## config.mk

```make
export PLATFORM = sky130hd
export DESIGN_NAME = dsc_dio
export DESIGN_NICKNAME = d
export VERILOG_FILES = /design/src/common/dsc_pkg.sv /design/src/dsc_dio.sv
export SDC_FILE = /design/constraint.sdc
export NUM_CORES = 2
export LEC_CHECK = 0
export ABC_AREA = 1
export BUFFER_PORTS_ARGS = -buffer_cell sky130_fd_sc_hd__buf_2
export CAP_MARGIN = 15
export CORE_MARGIN = 2
export CORE_UTILIZATION = 33
export CTS_BUF_LIST = sky130_fd_sc_hd__clkbuf_8
export DETAILED_ROUTE_END_ITERATION = 7
export PLACE_DENSITY = 0.59
export RECOVER_POWER = 50
export SYNTH_ARGS = -nofsm -noshare
export SYNTH_HDL_FRONTEND = slang
export SYNTH_SLANG_ARGS = --single-unit
```

## constraint.sdc

```tcl
create_clock -name hclk -period 3 [get_ports hclk]
set_input_delay 0.15 -clock hclk [delete_from_list [all_inputs] [get_ports hclk]]
set_output_delay 0.15 -clock hclk [all_outputs]
set_load 0.03 [all_outputs]
```

## src/common/dsc_pkg.sv

```systemverilog
// Shared constants for the safemode capture digital I/O block
`default_nettype none

package dsc_pkg;

    // ----------------------------------------------------------------
    // Channel organisation
    // ----------------------------------------------------------------
    localparam int NCH = 48;
    localparam int GRP = 24;
    localparam int ADDR_W = 10;

    // ----------------------------------------------------------------
    // Register byte offsets (channel registers: group 0 at offset, group 1 at offset + 4; CTRL and STATUS are single)
    // ----------------------------------------------------------------
    localparam logic [7:0] OFS_OUT = 8'h00;
    localparam logic [7:0] OFS_SAFE_DATA = 8'h08;
    localparam logic [7:0] OFS_SAFE_EN = 8'h10;
    localparam logic [7:0] OFS_CAP_RISE = 8'h18;
    localparam logic [7:0] OFS_CAP_FALL = 8'h20;
    localparam logic [7:0] OFS_SRC_SEL = 8'h28;
    localparam logic [7:0] OFS_FILT_EN = 8'h30;
    localparam logic [7:0] OFS_PIN = 8'h38;
    localparam logic [7:0] OFS_CAP_FLAG = 8'h40;
    localparam logic [7:0] OFS_CTRL = 8'h48;
    localparam logic [7:0] OFS_STATUS = 8'h4c;

    // ----------------------------------------------------------------
    // Write mode field in haddr[9:8]
    // ----------------------------------------------------------------
    localparam int MODE_LSB = 8;
    localparam logic [1:0] MODE_WRITE = 2'h0;
    localparam logic [1:0] MODE_CLEAR = 2'h1;
    localparam logic [1:0] MODE_SET = 2'h2;

    // ----------------------------------------------------------------
    // Control and status fields
    // ----------------------------------------------------------------
    localparam int CTRL_SWE_BIT = 0;
    localparam int CTRL_FILT_T_LSB = 8;
    localparam int FILT_T_W = 8;
    localparam int STATUS_SAFE_BIT = 0;

    // ----------------------------------------------------------------
    // Reset values
    // ----------------------------------------------------------------
    localparam logic [NCH-1:0] RST_CHAN_ZERO = 48'h0000_0000_0000;
    localparam logic [NCH-1:0] RST_SAFE_EN = 48'hffff_ffff_ffff;
    localparam logic [FILT_T_W-1:0] RST_FILT_T = 8'h00;

    // ----------------------------------------------------------------
    // Timing
    // ----------------------------------------------------------------
    localparam int CLK_PERIOD_NS = 4;
    localparam int SAMPLE_PERIOD_NS = 20;
    localparam int MIN_INPUT_HOLD_NS = 20;
    localparam int SAMPLE_DIV = SAMPLE_PERIOD_NS / CLK_PERIOD_NS;

endpackage : dsc_pkg

`default_nettype wire

```

## src/dsc_dio.sv

```systemverilog
// Safemode capture digital I/O block with AHB-Lite register slave
`timescale 1ns/100ps
`default_nettype none

module dsc_dio
(
    input wire logic hclk,
    input wire logic hresetn,
    input wire logic hsel,
    input wire logic [dsc_pkg::ADDR_W-1:0] haddr,
    input wire logic [1:0] htrans,
    input wire logic hwrite,
    input wire logic [2:0] hsize,
    input wire logic [31:0] hwdata,
    input wire logic hready,
    output logic hreadyout,
    output logic hresp,
    output logic [31:0] hrdata,
    input wire logic safemode_request,
    input wire logic [dsc_pkg::NCH-1:0] counter_external_output,
    output logic [dsc_pkg::NCH-1:0] counter_external_input,
    input wire logic [dsc_pkg::NCH-1:0] pin_in,
    output logic [dsc_pkg::NCH-1:0] pin_out,
    output logic [dsc_pkg::NCH-1:0] pin_oe
);

    // ----------------------------------------------------------------
    // Write mode helper
    // ----------------------------------------------------------------
    function automatic logic [23:0] dsc_apply(
        input logic [23:0] old,
        input logic [23:0] d,
        input logic [1:0] m
    );
        logic [23:0] r;
        r = old;
        case (m)
            dsc_pkg::MODE_WRITE: r = d;
            dsc_pkg::MODE_CLEAR: r = old & ~d;
            dsc_pkg::MODE_SET: r = old | d;
            default: r = old;
        endcase
        return r;
    endfunction : dsc_apply

    // ----------------------------------------------------------------
    // State
    // ----------------------------------------------------------------
    logic [dsc_pkg::NCH-1:0] out_reg;
    logic [dsc_pkg::NCH-1:0] safe_data;
    logic [dsc_pkg::NCH-1:0] safe_en;
    logic [dsc_pkg::NCH-1:0] cap_rise;
    logic [dsc_pkg::NCH-1:0] cap_fall;
    logic [dsc_pkg::NCH-1:0] src_sel;
    logic [dsc_pkg::NCH-1:0] filt_en;
    logic [dsc_pkg::NCH-1:0] cap_flag;
    logic [dsc_pkg::NCH-1:0] cap_clr;
    logic [dsc_pkg::NCH-1:0] cap_set;
    logic [dsc_pkg::NCH-1:0] sampled;
    logic [dsc_pkg::NCH-1:0] filt_prev;
    logic [dsc_pkg::NCH-1:0] next_drive;
    logic safe_write_enable;
    logic [dsc_pkg::FILT_T_W-1:0] filt_time;
    logic safe_active;
    logic [2:0] div_cnt;
    logic tick;

    logic acc;
    logic rd_acc;
    logic wr_q;
    logic [dsc_pkg::ADDR_W-1:0] addr_q;
    logic [4:0] wr_slot;
    logic [1:0] wr_mode;
    logic [31:0] next_rdata;

    // ----------------------------------------------------------------
    // Sample rate divider
    // ----------------------------------------------------------------
    always_ff @(posedge hclk or negedge hresetn)
    begin
        if (!hresetn)
        begin
            div_cnt <= 3'h0;
            tick <= 1'b0;
        end
        else if (div_cnt == 3'(dsc_pkg::SAMPLE_DIV - 1))
        begin
            div_cnt <= 3'h0;
            tick <= 1'b1;
        end
        else
        begin
            div_cnt <= div_cnt + 3'h1;
            tick <= 1'b0;
        end
    end

    // ----------------------------------------------------------------
    // Bus address phase
    // ----------------------------------------------------------------
    assign acc = hsel & htrans[1] & hready;
    assign rd_acc = acc & ~hwrite;
    assign wr_slot = addr_q[7:3];
    assign wr_mode = addr_q[dsc_pkg::MODE_LSB +: 2];

    always_ff @(posedge hclk or negedge hresetn)
    begin
        if (!hresetn)
        begin
            wr_q <= 1'b0;
            addr_q <= '0;
        end
        else if (hready)
        begin
            wr_q <= acc & hwrite;
            addr_q <= haddr;
        end
    end

    always_ff @(posedge hclk or negedge hresetn)
    begin
        if (!hresetn)
        begin
            hreadyout <= 1'b0;
            hresp <= 1'b0;
        end
        else
        begin
            hreadyout <= 1'b1;
            hresp <= 1'b0;
        end
    end

    // ----------------------------------------------------------------
    // Read data mux
    // ----------------------------------------------------------------
    always_comb
    begin
        logic [47:0] v;
        logic g;
        v = '0;
        g = haddr[2];
        next_rdata = '0;
        unique case (haddr[7:3])
            dsc_pkg::OFS_OUT[7:3]: v = out_reg;
            dsc_pkg::OFS_SAFE_DATA[7:3]: v = safe_data;
            dsc_pkg::OFS_SAFE_EN[7:3]: v = safe_en;
            dsc_pkg::OFS_CAP_RISE[7:3]: v = cap_rise;
            dsc_pkg::OFS_CAP_FALL[7:3]: v = cap_fall;
            dsc_pkg::OFS_SRC_SEL[7:3]: v = src_sel;
            dsc_pkg::OFS_FILT_EN[7:3]: v = filt_en;
            dsc_pkg::OFS_PIN[7:3]: v = counter_external_input;
            dsc_pkg::OFS_CAP_FLAG[7:3]: v = cap_flag;
            default: v = '0;
        endcase
        next_rdata[23:0] = g ? v[47:24] : v[23:0];
        if (haddr[7:2] == dsc_pkg::OFS_CTRL[7:2])
        begin
            next_rdata = '0;
            next_rdata[dsc_pkg::CTRL_SWE_BIT] = safe_write_enable;
            next_rdata[dsc_pkg::CTRL_FILT_T_LSB +: dsc_pkg::FILT_T_W] =
                filt_time;
        end
        else if (haddr[7:2] == dsc_pkg::OFS_STATUS[7:2])
        begin
            next_rdata = '0;
            next_rdata[dsc_pkg::STATUS_SAFE_BIT] = safe_active;
        end
        else if (haddr[7:3] > dsc_pkg::OFS_CAP_FLAG[7:3])
        begin
            next_rdata = '0;
        end
    end

    always_ff @(posedge hclk or negedge hresetn)
    begin
        if (!hresetn)
        begin
            hrdata <= 32'h0000_0000;
        end
        else if (rd_acc)
        begin
            hrdata <= next_rdata;
        end
    end

    // ----------------------------------------------------------------
    // Control register
    // ----------------------------------------------------------------
    always_ff @(posedge hclk or negedge hresetn)
    begin
        if (!hresetn)
        begin
            safe_write_enable <= 1'b0;
            filt_time <= dsc_pkg::RST_FILT_T;
        end
        else if (wr_q && addr_q[7:2] == dsc_pkg::OFS_CTRL[7:2])
        begin
            safe_write_enable <= hwdata[dsc_pkg::CTRL_SWE_BIT];
            filt_time <= hwdata[dsc_pkg::CTRL_FILT_T_LSB +: dsc_pkg::FILT_T_W];
        end
    end

    // ----------------------------------------------------------------
    // Per-group channel registers
    // ----------------------------------------------------------------
    for (genvar g = 0; g < 2; g++)
    begin : g_grp
        logic hit;
        logic [23:0] d;
        assign hit = wr_q & (addr_q[2] == 1'(g));
        assign d = hwdata[23:0];

        always_ff @(posedge hclk or negedge hresetn)
        begin
            if (!hresetn)
            begin
                out_reg[g*24 +: 24] <= dsc_pkg::RST_CHAN_ZERO[g*24 +: 24];
            end
            else if (hit && wr_slot == dsc_pkg::OFS_OUT[7:3])
            begin
                out_reg[g*24 +: 24] <= dsc_apply(out_reg[g*24 +: 24], d,
                    wr_mode);
            end
        end

        always_ff @(posedge hclk or negedge hresetn)
        begin
            if (!hresetn)
            begin
                safe_data[g*24 +: 24] <= dsc_pkg::RST_CHAN_ZERO[g*24 +: 24];
                safe_en[g*24 +: 24] <= dsc_pkg::RST_SAFE_EN[g*24 +: 24];
            end
            else if (hit && safe_write_enable)
            begin
                if (wr_slot == dsc_pkg::OFS_SAFE_DATA[7:3])
                begin
                    safe_data[g*24 +: 24] <= dsc_apply(safe_data[g*24 +: 24],
                        d, wr_mode);
                end
                if (wr_slot == dsc_pkg::OFS_SAFE_EN[7:3])
                begin
                    safe_en[g*24 +: 24] <= d;
                end
            end
        end

        always_ff @(posedge hclk or negedge hresetn)
        begin
            if (!hresetn)
            begin
                cap_rise[g*24 +: 24] <= dsc_pkg::RST_CHAN_ZERO[g*24 +: 24];
                cap_fall[g*24 +: 24] <= dsc_pkg::RST_CHAN_ZERO[g*24 +: 24];
            end
            else if (hit)
            begin
                if (wr_slot == dsc_pkg::OFS_CAP_RISE[7:3])
                begin
                    cap_rise[g*24 +: 24] <= dsc_apply(cap_rise[g*24 +: 24],
                        d, wr_mode);
                end
                if (wr_slot == dsc_pkg::OFS_CAP_FALL[7:3])
                begin
                    cap_fall[g*24 +: 24] <= dsc_apply(cap_fall[g*24 +: 24],
                        d, wr_mode);
                end
            end
        end

        always_ff @(posedge hclk or negedge hresetn)
        begin
            if (!hresetn)
            begin
                src_sel[g*24 +: 24] <= dsc_pkg::RST_CHAN_ZERO[g*24 +: 24];
                filt_en[g*24 +: 24] <= dsc_pkg::RST_CHAN_ZERO[g*24 +: 24];
            end
            else if (hit)
            begin
                if (wr_slot == dsc_pkg::OFS_SRC_SEL[7:3])
                begin
                    src_sel[g*24 +: 24] <= dsc_apply(src_sel[g*24 +: 24], d,
                        wr_mode);
                end
                if (wr_slot == dsc_pkg::OFS_FILT_EN[7:3])
                begin
                    filt_en[g*24 +: 24] <= dsc_apply(filt_en[g*24 +: 24], d,
                        wr_mode);
                end
            end
        end

        // Flags read in this address phase are cleared
        assign cap_clr[g*24 +: 24] =
            (rd_acc && haddr[7:3] == dsc_pkg::OFS_CAP_FLAG[7:3] &&
            haddr[2] == 1'(g)) ? cap_flag[g*24 +: 24] : 24'h00_0000;
    end

    // ----------------------------------------------------------------
    // Pin sampling and noise filter
    // ----------------------------------------------------------------
    always_ff @(posedge hclk or negedge hresetn)
    begin
        if (!hresetn)
        begin
            sampled <= dsc_pkg::RST_CHAN_ZERO;
        end
        else if (tick)
        begin
            sampled <= ~pin_in;
        end
    end

    for (genvar i = 0; i < dsc_pkg::NCH; i++)
    begin : g_filt
        logic [dsc_pkg::FILT_T_W-1:0] cnt;
        always_ff @(posedge hclk or negedge hresetn)
        begin
            if (!hresetn)
            begin
                cnt <= '0;
                counter_external_input[i] <= 1'b0;
            end
            else if (tick)
            begin
                if (sampled[i] == counter_external_input[i])
                begin
                    cnt <= '0;
                end
                else if (!filt_en[i] || cnt + 8'h01 >= filt_time)
                begin
                    cnt <= '0;
                    counter_external_input[i] <= sampled[i];
                end
                else
                begin
                    cnt <= cnt + 8'h01;
                end
            end
        end
    end

    // ----------------------------------------------------------------
    // Edge capture
    // ----------------------------------------------------------------
    assign cap_set = (counter_external_input & ~filt_prev & cap_fall) |
        (~counter_external_input & filt_prev & cap_rise);

    always_ff @(posedge hclk or negedge hresetn)
    begin
        if (!hresetn)
        begin
            filt_prev <= dsc_pkg::RST_CHAN_ZERO;
            cap_flag <= dsc_pkg::RST_CHAN_ZERO;
        end
        else
        begin
            filt_prev <= counter_external_input;
            cap_flag <= (cap_flag & ~cap_clr) | cap_set;
        end
    end

    // ----------------------------------------------------------------
    // Safemode and pin drive
    // ----------------------------------------------------------------
    always_ff @(posedge hclk or negedge hresetn)
    begin
        if (!hresetn)
        begin
            safe_active <= 1'b0;
        end
        else
        begin
            safe_active <= safemode_request;
        end
    end

    always_comb
    begin
        next_drive = (src_sel & counter_external_output) |
            (~src_sel & out_reg);
        if (safe_active)
        begin
            next_drive = (safe_en & safe_data) | (~safe_en & next_drive);
        end
    end

    always_ff @(posedge hclk or negedge hresetn)
    begin
        if (!hresetn)
        begin
            pin_oe <= dsc_pkg::RST_CHAN_ZERO;
            pin_out <= dsc_pkg::RST_CHAN_ZERO;
        end
        else if (tick)
        begin
            pin_oe <= next_drive;
            pin_out <= dsc_pkg::RST_CHAN_ZERO;
        end
    end

endmodule : dsc_dio

`default_nettype wire

```

==> impl_metrics.yaml <==
power_and_ir_drop:
  pwr-share-seq_pct: 43.4
  p_comb_share_pct: 21.8
  leakage_nw: 34.94
  switchingPower_w: 0.01330
  swShare_pct: 34.81
  intPower_w: 0.02491
  vdd_drop_max_mv: 0.5007
  pwr-share-clk_pct: 34.8
  cellPowerDensity_nw_per_um2: 552.1
timing:
  max-slew-margin-rel_pct: -17.07
  setup_tns_ps: 0
  fin_crit_sh_pct: 88.32
  finalSetupViolations: 0
  clock.fmax_mhz: 377.4
  tightest_slew_ps: 1756
  rsz0062_at_grt: "no"
  finalCriticalPeriod_ps: 2650
  slew_viol_final: 194
  fin_skew_ps: 52.99
  finalHoldViolations: 0
outcome:
  violations: "capacitance limit, slew limit"
  status: "finished with violations"
min_path:
  hold_path_depth: 4
  holdCritPathClass: "input port to flop"
  holdPathEnd: "cap_fall[36]$_DFFE_PN0P_"
  min_from: "hwdata[12]"
final_layout:
  utilization_pct: 39.21
  largest_register_ffs: 384
  largest-register: "g_filt.cnt"
  nets: 8368
  areaGrowthSynthToFinish_pct: 17.91
  drive_gt1_share_pct: 10.68
  final.fill_count: 17820
critical_path:
  worstSetupStartpointType: "input port"
  worstPathCellList: "dlygate4sd3_1 > clkbuf_2 > clkbuf_2"
  cp_top_family: "buffers and inverters"
  max_stage_delay_ps: 1370
  arrival_ps: 3390
  cp-end-kind: "asynchronous set/reset pin"
  path_buf_inv: 3
  timing.rr.end: "counter_external_input[7]$_DFFE_PN0P_"
  r2r_start: "filt_time[3]$_DFFE_PN0P_"
  worstSetupPathType: "input port to asynchronous set/reset pin"
  slowest_stage: "clkbuf_2"
  cpMostUsedCell: "clkbuf_2"
  crit_required_ps: 3740
  reg2reg_slack_ps: 380
  path_max_fanout: 62
  reg2reg_depth: 10
routing:
  ant_nets: 0
  drt-initial-drc-count: 4894
  via_per_inst: 5.213
  finalWirelength_um: 216500
  wl_per_cell_um: 21.07
  drtPass1Iterations: 6
  vias: 53560
  drcViolationCount: 0
place:
  gp_congestion: 0.9139
  portBuffers: 255
  dp.final_hpwl_um: 151100
floorplanning:
  die_h_um: 425.8
  rows: 154
  start_util_pct: 33.26
  core_sq_um: 176500
  dieWidth_um: 425.8
  dieArea_sq_um: 181300
  num_io_pins: 327
logic_synthesis:
  netlist-cell-type-count: 38
  ys_warn_count: 0
  ys_seq_elements: 1008
  yosysSeqAreaShare_pct: 43.07
  avgSynthCellArea_sq_um: 8.173
  syn_inst: 7182
  netlist_area_sq_um: 58700
grt:
  grt_use_met2_pct: 36.89
  grt_pass1_wl_um: 323100
  grt_pass1_vias: 51830
  met3_usage_pct: 4.811
  antenna_found_initial: 21
  grtUsageMet1_pct: 28.84
  grt_max_degree: 70
  gr-total-overflow: 0
  grt_use_total_pct: 23.48
  top_usage_layer: "met2"
clock_tree:
  cts_num_sinks: 1008
  root_buffer: "clkbuf_8"
  clockBufferDepth: 3
  cts_resized: 0
  numCtsBuffers: 175
  cts.hold.buffers_added: 199
  cts_tree: "done"
  htree_levels: 4
  cts.reportedPaths.clkPinSlew_ps: 60
  cts_setup_buffers: 0
  clkLatencyLatePin_ps: 940
flow_run:
  maxCapViolations: 5
[synthesized netlist by cell type (all sizes together)]
library cell,instances,share of area (%)
xor2,275,4.1
clkinv,3,0.019
a2bb2oi,79,1.2
or2,1,0.011
nand2,1640,10
o311ai,55,0.82
ha,437,9.3
dfrtp,960,41
o22ai,284,3.0
xnor2,1,0.015
nor4,3,0.032
inv,949,6.1
conb,2,0.013
buf,158,1.6
nor3,120,1.0
a31oi,32,0.34
nand4,106,1.1
o221ai,42,0.63
o21ai,575,4.9
o21a,48,0.61
dfstp,48,2.1
nor2,480,3.2
a21oi,277,2.6
and2,2,0.021
a22oi,209,2.7
clkbuf,151,0.97
nand3,245,2.1
[how the worst max path moves through the flow]
stage	start	to	slack [ps]	cells after the start
3_3_place_gp	filt_time[3]$_DFFE_PN0P_	counter_external_input[47]$_DFFE_PN0P_	470	10
2_1_floorplan	filt_time[7]$_DFFE_PN0P_	counter_external_input[45]$_DFFE_PN0P_	530	7
3_5_place_dp	filt_time[3]$_DFFE_PN0P_	g_filt[25].cnt[2]$_DFFE_PN0P_	450	8
5_1_grt	hresetn	hrdata[17]$_DFFE_PN0P_	90	3
4_1_cts	g_filt[9].cnt[2]$_DFFE_PN0P_	g_filt[9].cnt[7]$_DFFE_PN0P_	440	11
6_report	hresetn	hrdata[18]$_DFFE_PN0P_	350	3
[cells by family (layout without fill, tap and decap cells)]
kind of cell	count (synthesis)	in the layout	share of synthesized area, %
other cells	2	67	0.01279
buf+inv	1261	1948	8.682
compound gates	1601	1601	16.80
xor+xnor	276	276	4.118
fa+ha+maj	437	437	9.315
flops	1008	1008	43.07
simple gates	2597	2597	18.00
[placed cells by master, fill, tap and decap left out, types with 198 or more instances in the layout]
cell           instances
a22oi_1              209
inv_1                990
dfrtp_1              958
xor2_1               275
a21oi_1              237
buf_2                255
nand3_1              237
ha_1                 437
dlygate4sd3_1        198
clkbuf_8             217
o22ai_1              284
nor2_1               469
o21ai_0              572
nand2_1             1638
[layer usage]
layer / vias to the layer above / routed length [um]
li1: 25220 / -
met1: 25580 / 86690
met2: 2115 / 97340
met3: 629 / 15230
met4: 18 / 17160
met5: - / 108
[cell type report]
| type | instances | area (sq um) | share of cell area [%] |
|---|---|---|---|
| Antenna cell | 9 | 22.52 | 0.03254 |
| Clock buffer | 217 | 2987 | 4.315 |
| Clock inverter | 103 | 628.1 | 0.9075 |
| Inverter | 952 | 3587 | 5.183 |
| Multi-Input combinational cell | 4969 | 28560 | 41.26 |
| Sequential cell | 1008 | 25290 | 36.54 |
| Tap cell | 2340 | 2928 | 4.230 |
| Timing Repair Buffer | 676 | 5210 | 7.528 |
[worst register-to-register path, cell delays in order (launching register included)]
cell and delay, ps:
dfrtp_1 430, clkinv_2 70, buf_4 580, ha_1 450
a21oi_1 150, o21ai_0 100, nand2_1 70, nand4_1 350
nand2_1 200, nand2_1 60, o21ai_0 80
[power groups by stage]
stage          clock network [W]  registers [W]  logic [W]
6_report                  0.0133         0.0166    0.00831
3_3_place_gp                   0         0.0167    0.00787
4_1_cts                   0.0136         0.0165    0.00835
3_5_place_dp                   0         0.0168    0.00810
2_1_floorplan                  0         0.0169    0.00433
5_1_grt                   0.0142         0.0167    0.00923
[stage by stage]
step | setup slack (ps) | instances | total power [W] | hold WS, ps | area, sq um
finish | 350.3 | 10270 | 0.03821 | 154.5 | 69210
global route | 89.53 | 10270 | 0.04014 | 144.5 | 69210
CTS | 438.0 | 10260 | 0.03845 | 94.53 | 69510
detailed placement | 446.6 | 9744 | 0.02485 | 289.5 | 63890
global placement | 465.5 | 9744 | 0.02459 | 300.5 | 63890
floorplan | 527.1 | 7238 | 0.02123 | -145.6 | 58910
No activity file was read; power rests on OpenSTA's default activity.
